==> src/core/fan_pwm_pkg.sv <==
// Package with constants and carrier types of the fan PWM controller
package fan_pwm_pkg;

    // Control levels arrive as 8-bit codes: code 0 = 0% point, code 255 = 100% point
    localparam int LEVEL_W = 8;
    localparam logic [7:0] LEVEL_FULL = 8'hFF;
    localparam logic [7:0] LEVEL_ZERO = 8'h00;

    // PWM period: one step per enable pulse, 255 steps per period
    localparam int PWM_FREQ_HZ = 30;
    localparam int CLK_FREQ_HZ = 200_000_000;
    localparam int STEP_DIV_DEF = CLK_FREQ_HZ / (PWM_FREQ_HZ * 255);
    localparam int STEP_DIV_W = 16;
    localparam logic [7:0] STEP_LAST = 8'hFE;

    // Cycle counts in PWM periods
    localparam logic [5:0] MISS_WINDOW_CYC = 6'h20;
    localparam logic [5:0] DIAG_CYC = 6'h03;
    localparam logic [5:0] STARTUP_CYC = 6'h20;
    localparam logic [5:0] CYC_ONE = 6'h01;
    localparam logic [5:0] CYC_ZERO = 6'h00;

    typedef enum logic [2:0] {
        ST_STARTUP,
        ST_STARTUP_RETRY,
        ST_RUN,
        ST_DIAG,
        ST_DIAG_RETRY,
        ST_FAULT
    } fan_state_t;

    typedef struct packed {
        logic [LEVEL_W-1:0] temp_control_level;
        logic [LEVEL_W-1:0] min_speed_level;
    } level_pair_t;

    typedef struct packed {
        fan_state_t state;
        logic [STEP_DIV_W-1:0] div_cnt;
        logic step_en;
        logic [7:0] phase;
        logic [7:0] duty;
        logic [5:0] cyc_cnt;
        logic pulse_seen;
        logic [2:0] pulse_sync;
        logic pulse_lvl;
        logic fan_drive_output;
        logic fault_n;
    } fan_regs_t;

endpackage

==> src/core/fan_pwm_missing_pulse_ctrl.sv <==
// Temperature-proportional PWM fan drive with missing commutation pulse supervision

// Functional notes
// The control level maps linearly onto duty, lowest code 0% on-time and highest 100%.
// The minimum-speed level bounds the duty from below through the same mapping.
// The outside sensor network must span the full code range over the regulated range.
// A 32 PWM cycle window without a commutation pulse starts the diagnostic timer.
// The diagnostic timer holds the drive on for three PWM cycles while watching for pulses.
// A pulse during the diagnostic burst returns to proportional PWM with a fresh window.
// The outside circuit should keep the minimum-speed level high enough to avoid bursts.
// Each PWM cycle uses the greater of temperature and minimum-speed levels as duty.
// After reset the drive is held on for a 32 PWM cycle start-up period watching pulses.
// A pulseless burst is followed by one 32 cycle start-up, then normal run or fault.
// The fault state latches the low fault output and disables the drive until reset.
// Levels are sampled once per period and the duty applies from the next period start.
module fan_pwm_missing_pulse_ctrl #(
    parameter int STEP_DIV = fan_pwm_pkg::STEP_DIV_DEF
) (
    input wire logic ref_clk_i, // 200 MHz clock
    input wire logic sys_rst_i, // Synchronous reset, shutdown
    input wire fan_pwm_pkg::level_pair_t levels_i, // Temperature and min-speed codes
    input wire logic commutation_pulse_i, // Conditioned shunt pulse, async
    output logic fan_drive_output_o, // Low-side switch drive, high = on
    output logic fan_fault_n_o // Fault, active low, latched
);

    fan_pwm_pkg::fan_regs_t r_ff;
    fan_pwm_pkg::fan_regs_t nxt_r;
    logic [7:0] req_duty;
    logic period_end;
    logic pulse_evt;

    localparam logic [15:0] DIV_LAST = 16'(STEP_DIV - 1);

    // ******************************
    // Next-state logic
    // ******************************
    always_comb begin
        nxt_r = r_ff;
        // Greater of the two levels, both on the same scale
        if (levels_i.temp_control_level > levels_i.min_speed_level) begin
            req_duty = levels_i.temp_control_level;
        end else begin
            req_duty = levels_i.min_speed_level;
        end
        // Step divider
        nxt_r.step_en = 1'b0;
        if (r_ff.div_cnt == DIV_LAST) begin
            nxt_r.div_cnt = '0;
            nxt_r.step_en = 1'b1;
        end else begin
            nxt_r.div_cnt = r_ff.div_cnt + 16'h0001;
        end
        period_end = r_ff.step_en && (r_ff.phase == fan_pwm_pkg::STEP_LAST);
        // Pulse synchroniser: stage 0 is read only by stage 1
        nxt_r.pulse_sync = {r_ff.pulse_sync[1:0], commutation_pulse_i};
        if (r_ff.pulse_sync[2] == r_ff.pulse_sync[1]) begin
            nxt_r.pulse_lvl = r_ff.pulse_sync[1];
        end
        pulse_evt = nxt_r.pulse_lvl && !r_ff.pulse_lvl;
        if (r_ff.step_en) begin
            nxt_r.phase = period_end ? 8'h00 : r_ff.phase + 8'h01;
        end
        if (period_end) begin
            nxt_r.duty = req_duty;
        end
        // Pulse flag: a new pulse wins over the clear at period end
        if (period_end) begin
            nxt_r.pulse_seen = pulse_evt;
        end else if (pulse_evt) begin
            nxt_r.pulse_seen = 1'b1;
        end
        if (period_end) begin
            nxt_r.cyc_cnt = r_ff.cyc_cnt + fan_pwm_pkg::CYC_ONE;
        end
        unique case (r_ff.state)
            fan_pwm_pkg::ST_STARTUP, fan_pwm_pkg::ST_STARTUP_RETRY: begin
                if (r_ff.pulse_seen || pulse_evt) begin
                    nxt_r.state = fan_pwm_pkg::ST_RUN;
                    nxt_r.cyc_cnt = fan_pwm_pkg::CYC_ZERO;
                end else if (period_end && nxt_r.cyc_cnt == fan_pwm_pkg::STARTUP_CYC) begin
                    nxt_r.cyc_cnt = fan_pwm_pkg::CYC_ZERO;
                    nxt_r.state = (r_ff.state == fan_pwm_pkg::ST_STARTUP) ?
                        fan_pwm_pkg::ST_STARTUP_RETRY : fan_pwm_pkg::ST_FAULT;
                end
            end
            fan_pwm_pkg::ST_RUN: begin
                if (pulse_evt) begin
                    nxt_r.cyc_cnt = fan_pwm_pkg::CYC_ZERO;
                end else if (period_end && nxt_r.cyc_cnt == fan_pwm_pkg::MISS_WINDOW_CYC) begin
                    nxt_r.state = fan_pwm_pkg::ST_DIAG;
                    nxt_r.cyc_cnt = fan_pwm_pkg::CYC_ZERO;
                end
            end
            fan_pwm_pkg::ST_DIAG: begin
                if (pulse_evt) begin
                    nxt_r.state = fan_pwm_pkg::ST_RUN;
                    nxt_r.cyc_cnt = fan_pwm_pkg::CYC_ZERO;
                end else if (period_end && nxt_r.cyc_cnt == fan_pwm_pkg::DIAG_CYC) begin
                    nxt_r.state = fan_pwm_pkg::ST_STARTUP_RETRY;
                    nxt_r.cyc_cnt = fan_pwm_pkg::CYC_ZERO;
                end
            end
            fan_pwm_pkg::ST_FAULT: begin
                nxt_r.cyc_cnt = fan_pwm_pkg::CYC_ZERO;
            end
            default: begin
                nxt_r.state = fan_pwm_pkg::ST_FAULT;
            end
        endcase
        // Drive: full on in start-up and burst, proportional in run, off in fault
        unique case (nxt_r.state)
            fan_pwm_pkg::ST_RUN: begin
                nxt_r.fan_drive_output = (nxt_r.phase < nxt_r.duty);
            end
            fan_pwm_pkg::ST_FAULT: begin
                nxt_r.fan_drive_output = 1'b0;
            end
            default: begin
                nxt_r.fan_drive_output = 1'b1;
            end
        endcase
        nxt_r.fault_n = (nxt_r.state != fan_pwm_pkg::ST_FAULT);
    end

    // ******************************
    // State register
    // ******************************
    always_ff @(posedge ref_clk_i) begin
        if (sys_rst_i) begin
            r_ff <= '{state: fan_pwm_pkg::ST_STARTUP, div_cnt: '0, step_en: 1'b0,
                      phase: 8'h00, duty: fan_pwm_pkg::LEVEL_ZERO, cyc_cnt: 6'h00,
                      pulse_seen: 1'b0, pulse_sync: 3'h0, pulse_lvl: 1'b0,
                      fan_drive_output: 1'b0, fault_n: 1'b1};
        end else begin
            r_ff <= nxt_r;
        end
    end

    assign fan_drive_output_o = r_ff.fan_drive_output;
    assign fan_fault_n_o = r_ff.fault_n;
endmodule

==> config.mk <==
export PLATFORM = sky130hd
export DESIGN_NAME = fan_pwm_missing_pulse_ctrl
export DESIGN_NICKNAME = d
export VERILOG_FILES = /design/src/core/fan_pwm_pkg.sv /design/src/core/fan_pwm_missing_pulse_ctrl.sv
export SDC_FILE = /design/constraint.sdc
export NUM_CORES = 1
export LEC_CHECK = 0
export BUFFER_PORTS_ARGS = -buffer_cell sky130_fd_sc_hd__buf_2
export CORE_MARGIN = 8
export CORE_UTILIZATION = 45
export CTS_CLUSTER_SIZE = 28
export DETAILED_ROUTE_END_ITERATION = 8
export GPL_TIMING_DRIVEN = 0
export PLACE_DENSITY = 0.66
export SLEW_MARGIN = 20
export SYNTH_ARGS = -nofsm -noshare
export SYNTH_HDL_FRONTEND = slang
export SYNTH_SLANG_ARGS = --single-unit
==> constraint.sdc <==
create_clock -name ref_clk_i -period 4.25 [get_ports ref_clk_i]
set_input_delay 0.2125 -clock ref_clk_i [delete_from_list [all_inputs] [get_ports ref_clk_i]]
set_output_delay 0.2125 -clock ref_clk_i [all_outputs]
set_load 0.01 [all_outputs]
==> impl_metrics.py <==
metrics = {
    "worst_setup_path": {
        "critical_path_arrival_ps": 3890,
        "crit_type": "reg -> reg",
        "cp_data_required_time_ps": 4510,
        "cp-end-kind": "register",
        "crit_path_start_kind": "register",
        "cp_max_fo": 10,
        "rrSetupSlack_ps": 620,
    },
    "status": {
        "status": "finished clean",
    },
    "cts": {
        "clockBufferDepth": 2,
        "root_buffer": "clkbuf_8",
        "cts_tree": "done",
        "cts.sinks": 49,
        "hold_buffers": 0,
        "cts_resized": 0,
        "clk_latency_ps": 310,
        "htreeDepth": 2,
        "cts_setup_buffers": 0,
        "cts_buffers": 5,
        "clk_pin_slew_ps": 100,
    },
    "global_route": {
        "grt_pass1_vias": 2016,
        "grt_max_degree": 19,
        "track_usage_pct": 12.7,
        "grt_overflow": 0,
        "antenna_found_initial": 0,
        "grt_pass1_wl_um": 9160,
    },
    "synth": {
        "ys_seq_area_share_pct": 35.4,
        "synth.distinct_cells": 54,
        "synthTopCellsByArea": "dfxtp_1 35%, ha_1 9.0%, nor2_1 5.6%",
        "ys_async_sr_fraction_pct": 0,
        "syn_avg_cell_area_um2": 8.71,
        "yosysWarnings": 0,
        "yosys.area.top_type": "dfxtp_1",
        "synth-seq-cells": 49,
        "synth_nets": 357,
        "syn_area_um2": 2770,
        "synth_flop_cell": "dfxtp_1",
        "synthCells": 318,
        "synth.top_cell.area_share_pct": 35.4,
        "synth-edff-count": 0,
    },
    "pwr": {
        "swShare_pct": 26.2,
        "switchingPower_w": 0.000219,
        "p_leak_nw": 1.32,
        "p_seq_share_pct": 56.0,
        "internal_power_w": 0.000616,
        "clkPwrFrac_pct": 35.7,
        "powerDensity_nw_per_um2": 273,
        "power_frac_comb_pct": 8.3,
        "ir_drop_v": 0.000175,
    },
    "placement": {
        "globalplace.congestion": 0.823,
        "numPortBuffers": 20,
        "dp_hpwl_um": 4120,
    },
    "detailed_routing": {
        "drt_iter0_drc": 141,
        "drc": 0,
        "drtPass1Iterations": 4,
        "routedWlPerCell_um": 12.9,
        "vias_per_cell": 5.29,
        "vias": 2228,
        "wl_um": 5440,
        "antenna_left": 0,
    },
    "cells_and_area": {
        "multi_input_area_um2": 1700,
        "layout-drive-gt1-share_pct": 14.2,
        "n_antenna_cell": 0,
        "final_nets": 384,
        "fin_util_pct": 51.7,
        "syn_to_final_growth_pct": 10.5,
        "fillers": 539,
        "final-seq-area_um2": 981,
    },
    "sta": {
        "timing.final.crit_share_pct": 85.5,
        "tightest_slew_ps": 639,
        "fmax_mhz": 275,
        "fin_setup_tns_ps": 0,
        "hold_viol": 0,
        "rsz0062_at_grt": "no",
        "period_minus_slack_ps": 3630,
        "maxSlewHeadroom_pct": 56.3,
        "slew_viol_final": 0,
        "clock_skew_ps": 8.76,
        "setup_viol": 0,
    },
    "die": {
        "design.core.area_um2": 5920,
        "fp.dieW_um": 94.4,
        "io_pins": 21,
        "die_y_um": 94.4,
        "rows": 28,
        "start_util_pct": 46.8,
        "dieArea_um2": 8920,
    },
    "run": {
        "drv_cap": 0,
    },
    "hold_path": {
        "hp-class": "in -> reg",
    },
}
through the flow:
| stage | setup slack (ps) | area (µm²) | total power, W | std cells | hold WS [ps] |
|---|---|---|---|---|---|
| 6_report | 616 | 3060 | 0.000835 | 421 | 115 |
| 5_1_grt | 262 | 3060 | 0.000873 | 421 | 117 |
| 4_1_cts | 606 | 3060 | 0.000848 | 421 | 106 |
| 3_5_place_dp | 476 | 2960 | 0.000548 | 413 | 428 |
| 3_3_place_gp | 498 | 2960 | 0.000547 | 413 | 418 |
| 2_1_floorplan | 1090 | 2770 | 0.000523 | 318 | 341 |
cell families (layout without fill, tap and decap cells):
kind of cell,after synthesis,in the layout,synth area share [%]
flops,49,49,35.4
compound gates,63,63,16.7
fa+ha+maj,20,20,9.04
xor+xnor,21,21,6.64
mux,8,8,3.07
simple gates,136,136,25.9
buf+inv,21,49,3.25
sequential cells by signal (all words and copies together), names as in the netlist:
name,flops
r_ff,45
fan_drive_output_o,1
nxt_r,2
fan_fault_n_o,1
cell type report:
cell class              instances  area share (%)
repair buffers                 20            3.27
well taps                      75            3.07
multi-input cells             248            55.5
clock buffers                   5            2.25
clock inverters                 3           0.940
inverters                      14            1.80
flip-flops and latches         49            32.1
plain buffers                   7            1.14
per-layer routing:
layer	vias to the layer above	routed length [µm]	GRT usage, %
met4	0	68	4.62
li1	1182	-	-
met2	30	2470	20.0
met5	-	0	0
met1	1009	2740	16.7
met3	7	160	2.38
critical path, cell delays in order, from the launching register on:
cell and delay (ps):
dfxtp_1 430, nand4_2 240, or2_1 320, nor2_2 300, clkbuf_1 390, a21o_1 170
ha_1 240, a21o_1 160, a21o_1 160, a2111oi_0 620, nand2_1 130, o31ai_2 240
mux2_4 200
cells in the final DEF (no fill, tap or decap), drive strengths merged, types with 4 or more instances in the layout:
cell and n:
mux2i 7, inv 16, xnor2 11, a211oi 9
buf 22, nand2 25, and3 7, o21ai 12
a21o 10, nor2b 4, nand3 11, clkbuf 10
a21oi 13, o31ai 4, ha 20, nand4 8
xor2 10, nor2 45, dfxtp 49, nor4 4
nor3 8, and2 7
synthesized netlist by cell type, types with 4 or more instances:
cell type,instances
clkbuf_1,5
o21ai_0,11
nor2_1,41
inv_1,13
ha_1,20
a21oi_1,12
nor3_1,8
nand4_1,7
and3_1,7
nor2b_1,4
a211oi_1,9
a21o_1,10
xor2_1,10
xnor2_1,11
dfxtp_1,49
nand3_1,10
nand2_1,25
nor4_1,4
mux2i_1,7
and2_1,7
worst paths after layout:
| kind | end | start | depth (start not counted) |
|---|---|---|---|
| setup / recovery | fan_drive_output_o | r_ff[25] | 12 |
| hold / removal | nxt_r[4] | commutation_pulse_i | 2 |
| setup reg to reg | fan_drive_output_o | r_ff[25] | 12 |
| hold reg to reg | nxt_r[5] | nxt_r[4] | 1 |
power by group through the flow:
stage               combinational, W  sequential, W  clock, W
finish                     0.0000692       0.000467  0.000298
global route               0.0000777       0.000468  0.000327
detailed placement         0.0000695       0.000478         0
floorplan                  0.0000455       0.000478         0
global placement           0.0000688       0.000478         0
CTS                        0.0000699       0.000467  0.000310
Power figures use the tool's default switching activity.
